--- src/rtl/btc_defines.svh ---
// Constants shared by both ends of the bus cycle termination link
`ifndef BTC_DEFINES_SVH
`define BTC_DEFINES_SVH
// ========================================
// Widths
`define BTC_ADDR_W 24
`define BTC_DATA_W 16
`define BTC_HOLD_W 4
// ========================================
// Least stop-request hold after fault release, in clock cycles
`define BTC_STOP_HOLD_MIN 4'h1
`endif

--- src/rtl/btc_pkg.sv ---
// Types shared by both ends of the bus cycle termination link
package btc_pkg;
    // ========================================
    // Termination kinds
    typedef enum logic [1:0] {
        BTC_NORMAL = 2'h0,
        BTC_HALT   = 2'h1,
        BTC_BUSERR = 2'h2,
        BTC_RERUN  = 2'h3
    } btc_kind_t;
    // ========================================
    // Processor end states
    typedef enum logic [2:0] {
        BTC_C_IDLE = 3'h0,
        BTC_C_RUN  = 3'h1,
        BTC_C_TERM = 3'h2,
        BTC_C_REL  = 3'h3,
        BTC_C_HALT = 3'h4
    } btc_cst_t;
    // ========================================
    // External end states
    typedef enum logic [2:0] {
        BTC_E_IDLE = 3'h0,
        BTC_E_WAIT = 3'h1,
        BTC_E_LATE = 3'h2,
        BTC_E_END  = 3'h3,
        BTC_E_HOLD = 3'h4
    } btc_est_t;
endpackage : btc_pkg

--- src/rtl/btc_if.sv ---
// Pin-level link between the processor end and the external end
`timescale 1ns/1ps
`default_nettype none
`include "btc_defines.svh"
interface btc_if;
    // Processor driven
    logic                   strobe_n;  // Cycle in progress, low
    logic                   write_n;   // Write cycle, low
    logic                   rmw;       // Read-modify-write cycle
    logic [`BTC_ADDR_W-1:0] addr;      // Address lines
    logic                   addr_oe;   // Address lines driven
    logic [`BTC_DATA_W-1:0] wdata;     // Write data lines
    logic                   data_oe;   // Write data lines driven
    // External driven
    logic                   transfer_ack_n;  // Transfer acknowledge, low
    logic                   bus_fault_n;     // Bus fault, low
    logic                   stop_req_n;      // Stop request, low
    logic [`BTC_DATA_W-1:0] rdata;           // Read data lines
    modport cpu (output strobe_n, write_n, rmw, addr, addr_oe, wdata,
                 data_oe, input transfer_ack_n, bus_fault_n, stop_req_n,
                 rdata);
    modport ext (input strobe_n, write_n, rmw, addr, addr_oe, wdata,
                 data_oe, output transfer_ack_n, bus_fault_n, stop_req_n,
                 rdata);
endinterface : btc_if
`default_nettype wire

--- src/rtl/btc_cpu_end.sv ---
// Processor end: runs bus cycles and decides how each one terminates
// How it works
// - Partner changes inputs on rising clock edges
// - Acknowledge alone ends cycle normally, continue
// - Stop with or before acknowledge halts after
// - Fault without stop aborts cycle as error
// - Partner keeps fault until acknowledge is negated
// - Fault plus stop ends cycle for rerun
// - Partner holds stop at least one cycle past fault
// - Rerun repeats same address, data, direction
// - Fault plus stop on RMW gives error
// - Error exception starts once fault is negated
// - Stop seen: lines released, no new cycle
`timescale 1ns/1ps
`default_nettype none
`include "btc_defines.svh"
module btc_cpu_end
    import btc_pkg::*;
(
    // Clock and reset
    input  wire logic                   clk,
    input  wire logic                   rstn,
    // Link to external logic
    btc_if.cpu                          bus,
    // Cycle request
    input  wire logic                   req_valid,
    input  wire logic                   req_write,
    input  wire logic                   req_rmw,
    input  wire logic [`BTC_ADDR_W-1:0] req_addr,
    input  wire logic [`BTC_DATA_W-1:0] req_wdata,
    output logic                        req_ready,
    // Cycle outcome
    output logic                        rsp_done,
    output logic [`BTC_DATA_W-1:0]      rsp_rdata,
    output logic                        rsp_bus_error,
    output logic                        rsp_rerun,
    output logic                        halted
);
    // ========================================
    // State
    btc_cst_t               st_q, st_d;        // Cycle state
    btc_kind_t              kind_q, kind_d;    // Chosen termination
    logic                   ack_q, fault_q;    // Sampled inputs, high true
    logic                   stop_q;            // Sampled stop request
    logic [`BTC_ADDR_W-1:0] addr_q, addr_d;    // Held address
    logic [`BTC_DATA_W-1:0] wdata_q, wdata_d;  // Held write data
    logic                   write_q, write_d;  // Held direction
    logic                   rmw_q, rmw_d;      // Held read-modify-write
    logic [`BTC_DATA_W-1:0] rdata_q, rdata_d;  // Captured read data
    logic                   done_q, done_d;    // Completion pulse
    logic                   err_q, err_d;      // Exception start pulse
    logic                   rerun_q, rerun_d;  // Rerun pulse
    logic                   on_bus;            // Cycle drives the bus

    // ========================================
    // Fault outcome: rerun only with stop and outside RMW cycles
    function automatic btc_kind_t fault_kind(input logic stop,
                                             input logic rmw);
        fault_kind = (stop && !rmw) ? BTC_RERUN : BTC_BUSERR;
    endfunction : fault_kind

    // ========================================
    // Outputs toward the link
    always_comb begin
        on_bus       = (st_q == BTC_C_RUN) || (st_q == BTC_C_TERM);
        bus.strobe_n = !on_bus;
        bus.write_n  = !(on_bus && write_q);
        bus.rmw      = on_bus && rmw_q;
        bus.addr     = addr_q;
        bus.wdata    = wdata_q;
        bus.addr_oe  = on_bus;
        bus.data_oe  = on_bus && write_q;
    end

    // Outputs toward the user
    always_comb begin
        req_ready     = (st_q == BTC_C_IDLE) && !stop_q;
        halted        = (st_q == BTC_C_HALT) ||
                        ((st_q == BTC_C_IDLE) && stop_q);
        rsp_done      = done_q;
        rsp_rdata     = rdata_q;
        rsp_bus_error = err_q;
        rsp_rerun     = rerun_q;
    end

    // ========================================
    // Next state
    always_comb begin
        st_d    = st_q;
        kind_d  = kind_q;
        addr_d  = addr_q;
        wdata_d = wdata_q;
        write_d = write_q;
        rmw_d   = rmw_q;
        rdata_d = rdata_q;
        done_d  = 1'b0;
        err_d   = 1'b0;
        rerun_d = 1'b0;
        case (st_q)
            BTC_C_IDLE: begin
                // New cycle only while stop is not seen
                if (req_valid && !stop_q) begin
                    addr_d  = req_addr;
                    wdata_d = req_wdata;
                    write_d = req_write;
                    rmw_d   = req_rmw;
                    kind_d  = BTC_NORMAL;
                    st_d    = BTC_C_RUN;
                end
            end
            BTC_C_RUN: begin
                // Decide from the inputs seen in the same state
                if (fault_q) begin
                    kind_d = fault_kind(stop_q, rmw_q);
                    st_d   = BTC_C_REL;
                end else if (ack_q) begin
                    rdata_d = bus.rdata;
                    kind_d  = stop_q ? BTC_HALT : BTC_NORMAL;
                    st_d    = BTC_C_TERM;
                end
            end
            BTC_C_TERM: begin
                // One more state for a fault that trails acknowledge
                if (fault_q) begin
                    kind_d = fault_kind(stop_q, rmw_q);
                end else if (stop_q && kind_q == BTC_NORMAL) begin
                    kind_d = BTC_HALT;
                end
                st_d = BTC_C_REL;
            end
            BTC_C_REL: begin
                // Bus released; wait for acknowledge and fault to drop
                if (!ack_q && !fault_q) begin
                    case (kind_q)
                        BTC_NORMAL: begin
                            done_d = 1'b1;
                            st_d   = BTC_C_IDLE;
                        end
                        BTC_HALT: begin
                            done_d = 1'b1;
                            st_d   = BTC_C_HALT;
                        end
                        BTC_BUSERR: begin
                            err_d = 1'b1;
                            st_d  = BTC_C_IDLE;
                        end
                        default: begin
                            rerun_d = 1'b1;
                            st_d    = stop_q ? BTC_C_HALT : BTC_C_RUN;
                        end
                    endcase
                end
            end
            BTC_C_HALT: begin
                // Lines stay released until stop is removed
                if (!stop_q) begin
                    st_d = (kind_q == BTC_RERUN) ? BTC_C_RUN
                                                 : BTC_C_IDLE;
                    kind_d = BTC_NORMAL;
                end
            end
            default: begin
                st_d = BTC_C_IDLE;
            end
        endcase
    end

    // ========================================
    // Registers
    always_ff @(posedge clk or negedge rstn) begin
        if (!rstn) begin
            st_q    <= BTC_C_IDLE;
            kind_q  <= BTC_NORMAL;
            ack_q   <= 1'b0;
            fault_q <= 1'b0;
            stop_q  <= 1'b0;
            addr_q  <= '0;
            wdata_q <= '0;
            write_q <= 1'b0;
            rmw_q   <= 1'b0;
            rdata_q <= '0;
            done_q  <= 1'b0;
            err_q   <= 1'b0;
            rerun_q <= 1'b0;
        end else begin
            st_q    <= st_d;
            kind_q  <= kind_d;
            ack_q   <= !bus.transfer_ack_n;
            fault_q <= !bus.bus_fault_n;
            stop_q  <= !bus.stop_req_n;
            addr_q  <= addr_d;
            wdata_q <= wdata_d;
            write_q <= write_d;
            rmw_q   <= rmw_d;
            rdata_q <= rdata_d;
            done_q  <= done_d;
            err_q   <= err_d;
            rerun_q <= rerun_d;
        end
    end
endmodule : btc_cpu_end
`default_nettype wire

--- src/flat_wrapper.sv ---
// flat-port wrapper written by rule: the top's interface ports become plain ports
module btc_cpu_end_flat import btc_pkg::*;
  (clk, rstn, req_valid, req_write, req_rmw, req_addr, req_wdata, req_ready, rsp_done, rsp_rdata, rsp_bus_error, rsp_rerun, halted, bus_strobe_n, bus_write_n, bus_rmw, bus_addr, bus_addr_oe, bus_wdata, bus_data_oe, bus_transfer_ack_n, bus_bus_fault_n, bus_stop_req_n, bus_rdata);
  btc_if bus_i ();
  input  wire logic clk;
  input  wire logic rstn;
  input  wire logic req_valid;
  input  wire logic req_write;
  input  wire logic req_rmw;
  input  wire logic [`BTC_ADDR_W-1:0] req_addr;
  input  wire logic [`BTC_DATA_W-1:0] req_wdata;
  output logic req_ready;
  output logic rsp_done;
  output logic [`BTC_DATA_W-1:0] rsp_rdata;
  output logic rsp_bus_error;
  output logic rsp_rerun;
  output logic halted;
  output wire logic [$bits(bus_i.strobe_n)-1:0] bus_strobe_n;
  output wire logic [$bits(bus_i.write_n)-1:0] bus_write_n;
  output wire logic [$bits(bus_i.rmw)-1:0] bus_rmw;
  output wire logic [$bits(bus_i.addr)-1:0] bus_addr;
  output wire logic [$bits(bus_i.addr_oe)-1:0] bus_addr_oe;
  output wire logic [$bits(bus_i.wdata)-1:0] bus_wdata;
  output wire logic [$bits(bus_i.data_oe)-1:0] bus_data_oe;
  input wire logic [$bits(bus_i.transfer_ack_n)-1:0] bus_transfer_ack_n;
  input wire logic [$bits(bus_i.bus_fault_n)-1:0] bus_bus_fault_n;
  input wire logic [$bits(bus_i.stop_req_n)-1:0] bus_stop_req_n;
  input wire logic [$bits(bus_i.rdata)-1:0] bus_rdata;
  assign bus_strobe_n = bus_i.strobe_n;
  assign bus_write_n = bus_i.write_n;
  assign bus_rmw = bus_i.rmw;
  assign bus_addr = bus_i.addr;
  assign bus_addr_oe = bus_i.addr_oe;
  assign bus_wdata = bus_i.wdata;
  assign bus_data_oe = bus_i.data_oe;
  assign bus_i.transfer_ack_n = bus_transfer_ack_n;
  assign bus_i.bus_fault_n = bus_bus_fault_n;
  assign bus_i.stop_req_n = bus_stop_req_n;
  assign bus_i.rdata = bus_rdata;
  btc_cpu_end u_core (.clk(clk), .rstn(rstn), .bus(bus_i), .req_valid(req_valid), .req_write(req_write), .req_rmw(req_rmw), .req_addr(req_addr), .req_wdata(req_wdata), .req_ready(req_ready), .rsp_done(rsp_done), .rsp_rdata(rsp_rdata), .rsp_bus_error(rsp_bus_error), .rsp_rerun(rsp_rerun), .halted(halted));
endmodule
--- config.mk ---
export PLATFORM = sky130hd
export DESIGN_NAME = btc_cpu_end_flat
export DESIGN_NICKNAME = d
export VERILOG_FILES = /design/src/rtl/btc_pkg.sv /design/src/rtl/btc_if.sv /design/src/rtl/btc_cpu_end.sv /design/src/flat_wrapper.sv
export VERILOG_INCLUDE_DIRS = /design/src /design/src/rtl
export SDC_FILE = /design/constraint.sdc
export NUM_CORES = 1
export LEC_CHECK = 0
export ABC_CLOCK_PERIOD_IN_PS = 3000
export BUFFER_PORTS_ARGS = -buffer_cell sky130_fd_sc_hd__buf_2
export CAP_MARGIN = 40
export CORE_UTILIZATION = 51
export DETAILED_ROUTE_END_ITERATION = 12
export GPL_TIMING_DRIVEN = 1
export PLACE_DENSITY_LB_ADDON = 0.08
export REMOVE_ABC_BUFFERS = 1
export SYNTH_ARGS = -nofsm -noshare
export SYNTH_HDL_FRONTEND = slang
export SYNTH_SLANG_ARGS = --single-unit
--- constraint.sdc ---
create_clock -name clk -period 3 [get_ports clk]
set_input_delay 0.75 -clock clk [delete_from_list [all_inputs] [get_ports clk]]
set_output_delay 0.75 -clock clk [all_outputs]
set_load 0.005 [all_outputs]
==> flow_summary.ini, run 1 <==
[outcome]
status = complete, no violations

[placed_design]
dp_cells = 388
pre_cts_slack_ns = 0.944
place.gp.congestion = 0.817
place_area_um2 = 3720
portBuffers = 129
dp_hpwl_um = 4300

[grt]
track_usage_pct = 20.6
grt_max_degree = 43
grt_pass1_vias = 1937
grt_pass1_wl_um = 9600
grt-ovfl-total = 0
antenna_found_initial = 0

[yosys]
yosysUniqueCellTypes = 42
synthCells = 192
ys_warn_count = 0
synth-seq-cells = 69
synth_seq_area_share_pct = 56.4
synthesis.area_um2 = 3060
syn_area_per_cell_um2 = 15.9

[floorplanning]
core-area_um2 = 5640
die_area_um2 = 6310
chipWidth_um = 79.5
core.rowCount = 27
die_h_um = 79.5
initial_core_util_pct = 54.2
pin_count = 130

[sta]
worst_pin_slew_ns = 0.635
finalCriticalPeriod_ns = 2.42
fmax_mhz = 413
hold_viol_final = 0
final.setup.tns_ns = 0
max-slew-margin-rel_pct = 57.7
finalCritPeriodShare_pct = 80.8
slew_viol_final = 0
setup_slack_ns = 0.577
rsz0062_at_grt = no
setup_viol = 0
clock_skew_ns = 0.00596

[clock_tree]
cts.sinks = 69
clock_path_buffers = 2
cts_resized = 0
htreeDepth = 3
cts_tree = done
cts_setup_buffers = 0
hold_buffers = 0
clkTransAtPathRegs_ns = 0.07
cts_inserted_buffers = 9
insertion_delay_ns = 0.34
root_buffer = clkbuf_8

[route]
vias = 2006
via_per_inst = 4.98
drcViolationCount = 0
drt_iter0_drc = 73
wl_per_cell_um = 14.6
detail_route.first_pass.iterations = 4
antenna_left = 0
drt-total-wl_um = 5880

[power_and_ir_drop]
ir_drop_v = 0.000493
p_leak_nw = 2.05
total_power_w = 0.00384
power_density_nw_per_um2 = 979

[worst_setup_path]
cp.arrival_ns = 1.67
cp_max_fo = 14
cpPeakStageDelay_ns = 0.65
path_buf_inv = 1
end_kind = output port
worst_path_max_delay_cell = dfrtp_1
cp.required_ns = 2.25
crit_family = flip-flops
path_cells = xor2_1 > and2b_1 > and2_1 > buf_2
worstSetupPathType = register to output port
worst_setup_path_start_kind = register

[final_layout]
syn_to_final_growth_pct = 28.1
drive_gt1_share_pct = 64.7
final_cell_area_um2 = 3920
antenna_cells = 0
num-nets-final = 391
finalNonFillerCells = 403

[worst_hold_path]
min_path_type = input pin to asynchronous set/reset pin

[job]
maxCapViolCount = 0
## registers in the layout, indices dropped and copies added, names as in the netlist, 2 cells and up
name,cells
u_core.st_q,3
u_core.rsp_rdata,16
u_core.kind_q,2
u_core.bus.wdata,16
u_core.bus.addr,24
## where the power goes
part	switching, W	total [W]	internal, W	leakage (nW)
registers	0.000282	0.00164	0.00135	0.846
clock network	0.000331	0.000753	0.000421	0.101
logic	0.000507	0.00145	0.000942	1.10
total	0.00112	0.00384	0.00272	2.05
## cells in the final DEF (no fill, tap or decap), drive strengths merged, types with 2 or more instances in the layout
cell    synthesis  final
o21ai           3      3
buf             8    132
inv             8      8
o31a            2      2
nand2b          3      3
and2b           3      3
dfrtp          69     69
o22ai           2      2
clkinv          0      2
nor4            2      2
a211oi          2      2
nor3b           3      3
nor2            6      6
nand2           4      4
clkbuf          0     11
a31oi           2      2
mux2           59     59
## through the flow
step	hold slack, ns	utilization (%)
floorplan	0.454	-
global placement	0.486	66.0
detailed placement	0.489	66.0
CTS	0.437	69.5
global route	0.463	69.5
finish	0.423	69.5
## synth_stat cells (all sizes together)
cell    instances  area (um2)
a211oi          2        20.0
a21boi          1        7.51
a21oi           1        5.00
a22oi           1        7.51
a31oi           2        12.5
a32o            1        10.0
and2            1        6.26
and2b           3        26.3
and3            1        6.26
buf             8         109
dfrtp          69        1730
inv             8        30.0
mux2           59         852
nand2           4        15.0
nand2b          3        18.8
nand3           1        17.5
nand3b          1        7.51
nor2            6        35.0
nor2b           1        6.26
nor3            1        5.00
nor3b           3        22.5
nor4            2        12.5
nor4b           1        15.0
o211ai          1        7.51
o21a            1        7.51
o21ai           3        15.0
o21bai          1        7.51
o22ai           2        12.5
o31a            2        17.5
xnor2           1        8.76
xor2            1        8.76
## layout make-up
cell class	instances	area, um2
Sequential cell	69	1730
Clock inverter	4	47.5
Multi-Input combinational cell	107	1190
Fill cell	418	1720
Timing Repair Buffer	132	681
Tap cell	72	90.1
Clock buffer	11	151
Inverter	8	30.0
## final timing paths
check,from,to,slack (ns),depth (start not counted)
worst max-delay path,u_core.st_q[1]$_DFFE_PN0P_,bus_rmw,0.58,4
worst max register to register,u_core.st_q[1]$_DFFE_PN0P_,u_core.kind_q[0]$_DFFE_PN0P_,1.28,4
min in group clk,u_core.bus.addr[23]$_DFFE_PN0P_,u_core.bus.addr[23]$_DFFE_PN0P_,0.50,1
max in group asynchronous,rstn,u_core.bus.wdata[4]$_DFFE_PN0P_,1.93,2
worst min-delay path,rstn,u_core.rsp_rdata[13]$_DFFE_PN0P_,0.42,1
worst min register to register,u_core.bus.addr[23]$_DFFE_PN0P_,u_core.bus.addr[23]$_DFFE_PN0P_,0.50,1
## routing by layer
metal | GRT usage, % | up-vias | share of wire, %
li1 | - | 943 | -
met1 | 28.3 | 973 | 48
met2 | 30.4 | 80 | 45
met3 | 6.17 | 10 | 5.8
met4 | 8.36 | 0 | 1.6
met5 | 0 | - | 0
## logic make-up after synthesis
group	Yosys count	share of synthesized area (%)
AO/OA/AOI/OAI	18	4.25
multiplexers	59	27.9
buffers and inverters	16	4.54
AND/OR/NAND/NOR	28	6.34
flip-flops	69	56.4
XOR/XNOR	2	0.573
No activity file was read; power rests on OpenSTA's default activity.
==> run 2: changes to the inputs <==
--- a/config.mk
+++ b/config.mk
@@ -6,10 +6,10 @@
 export SDC_FILE = /design/constraint.sdc
 export NUM_CORES = 1
 export LEC_CHECK = 0
-export ABC_CLOCK_PERIOD_IN_PS = 3000
+export ABC_CLOCK_PERIOD_IN_PS = 2200
 export BUFFER_PORTS_ARGS = -buffer_cell sky130_fd_sc_hd__buf_2
 export CAP_MARGIN = 40
-export CORE_UTILIZATION = 51
+export CORE_UTILIZATION = 43
 export DETAILED_ROUTE_END_ITERATION = 12
 export GPL_TIMING_DRIVEN = 1
 export PLACE_DENSITY_LB_ADDON = 0.08
==> constraint.sdc (replaced) <==
create_clock -name clk -period 2.2 [get_ports clk]
set_input_delay 0.55 -clock clk [delete_from_list [all_inputs] [get_ports clk]]
set_output_delay 0.55 -clock clk [all_outputs]
set_load 0.005 [all_outputs]
==> flow_summary.ini, run 2 (synthesis results as in run 1) <==
[outcome]
status = complete, no violations

[sta]
clock_skew_ns = 0.00613
fmax_mhz = 477
rsz0062_at_grt = no
worst_pin_slew_ns = 0.449
slew_viol_final = 0
hold_viol_final = 0
setup_slack_ns = 0.102
finalCritPeriodShare_pct = 95.4
setup_viol = 0
whs_ns = 0.208
max-slew-margin-rel_pct = 70.0
final.setup.tns_ns = 0
finalCriticalPeriod_ns = 2.10

[route]
vias = 2022
drt_iter0_drc = 46
detail_route.first_pass.iterations = 4
via_per_inst = 4.66
wl_per_cell_um = 13.9
drcViolationCount = 0
drt-total-wl_um = 6020
antenna_left = 0

[grt]
grt-ovfl-total = 0
grt_pass1_wl_um = 9230
antenna_found_initial = 0
track_usage_pct = 16.5
grt_pass1_vias = 1882
grt_max_degree = 70

[clock_tree]
root_buffer = clkbuf_8
cts.sinks = 69
insertion_delay_ns = 0.34
htreeDepth = 3
clkTransAtPathRegs_ns = 0.08
clock_path_buffers = 2
cts_tree = done
cts_setup_buffers = 0
cts_inserted_buffers = 9

[worst_setup_path]
worst_setup_path_start_kind = register
cp_max_fo = 13
cp.arrival_ns = 1.55
timing.rr.end = u_core.write_q$_DFFE_PN0P_
reg2reg_depth = 5
r2r_start = u_core.stop_q$_DFF_PN0_
worstSetupPathType = register to output port
end_kind = output port
r2r_setup_slack_ns = 0.42
cp.required_ns = 1.65

[floorplanning]
chipWidth_um = 86.3
core.rowCount = 30
die_area_um2 = 7460
die_h_um = 86.3
core-area_um2 = 6830
pin_count = 130
initial_core_util_pct = 44.8

[power_and_ir_drop]
power_density_nw_per_um2 = 1350
ir_drop_v = 0.000642
p_leak_nw = 2.11

[worst_hold_path]
min_path_type = input pin to asynchronous set/reset pin

[final_layout]
n_fill_cell = 576
syn_to_final_growth_pct = 33.9
final_cell_mix = 129 x buf_2, 68 x dfrtp_1, 50 x mux2_4
antenna_cells = 0
drive_gt1_share_pct = 65.4
num-nets-final = 397
largest_register_ffs = 24
final_common_cell = buf_2
final_cell_area_um2 = 4100

[placed_design]
dp_hpwl_um = 4300
portBuffers = 129
place.gp.congestion = 0.795
pre_cts_slack_ns = 0.280
place_area_um2 = 3850

[job]
maxCapViolCount = 0
## run 2: cell types whose count changed in the layout (fill, tap and decap cells not counted), moves of 2 or more
cell	delta
buf_12	+4
buf_4	+2
bufinv_16	+2
clkinv_2	-2
## run 2: stage by stage
step | total power (W) | util [%] | std cells
finish | 0.00554 | 59.9 | 434
global route | 0.00588 | 59.9 | 434
CTS | 0.00562 | 59.9 | 434
detailed placement | 0.00430 | 56.3 | 418
global placement | 0.00426 | 56.3 | 418
floorplan | 0.00339 | - | 184
## run 2: where the power goes
group	switching, W	total, W	leakage (nW)	internal (W)
registers	0.000374	0.00222	0.845	0.00185
logic	0.000722	0.00204	1.14	0.00132
clock network	0.000483	0.00127	0.120	0.000789
total	0.00158	0.00554	2.11	0.00396
## run 2: critical path, cell delays in order, from the launching register on
cell     delay [ns]
dfrtp_2        0.51
xor2_1         0.20
and2b_1        0.22
and2_1         0.16
buf_2          0.12
## run 2: how the worst max path moves through the flow
stage                                     startpoint                               end  cells past startpoint  slack, ns
after global placement                     req_valid  u_core.bus.wdata[14]$_DFFE_PN0P_                      6       0.29
final                     u_core.st_q[0]$_DFFE_PN0P_                           bus_rmw                      4       0.10
after floorplan                            req_valid  u_core.bus.wdata[10]$_DFFE_PN0P_                      4       -0.1
after detailed placement                   req_valid  u_core.bus.wdata[14]$_DFFE_PN0P_                      6       0.28
after CTS                 u_core.st_q[0]$_DFFE_PN0P_                           bus_rmw                      4       0.08
after global routing      u_core.st_q[0]$_DFFE_PN0P_                       bus_data_oe                      5       0.01
## run 2: per-layer routing
layer | GRT usage (%) | part of all wire (%)
met1 | 20.7 | 44
met2 | 25.7 | 46
met3 | 5.52 | 8.1
met4 | 7.73 | 1.9
met5 | 0 | 0
## run 2: area by class of cell
| cell class | instances | area, um2 | area share, % |
|---|---|---|---|
| Sequential cell | 69 | 1730 | 42.2 |
| Clock inverter | 5 | 106 | 2.60 |
| Tap cell | 96 | 120 | 2.93 |
| Clock buffer | 11 | 141 | 3.45 |
| Timing Repair Buffer | 138 | 776 | 18.9 |
| Multi-Input combinational cell | 107 | 1190 | 29.1 |
| Inverter | 8 | 30.0 | 0.733 |
## run 2: timing repair
| action | CTS | global route |
|---|---|---|
| endpoints found under the setup margin | 2 | 0 |
| endpoints found under the hold margin | 0 | 0 |
| gates resized for setup | 1 | 0 |
| hold buffers | 0 | 0 |
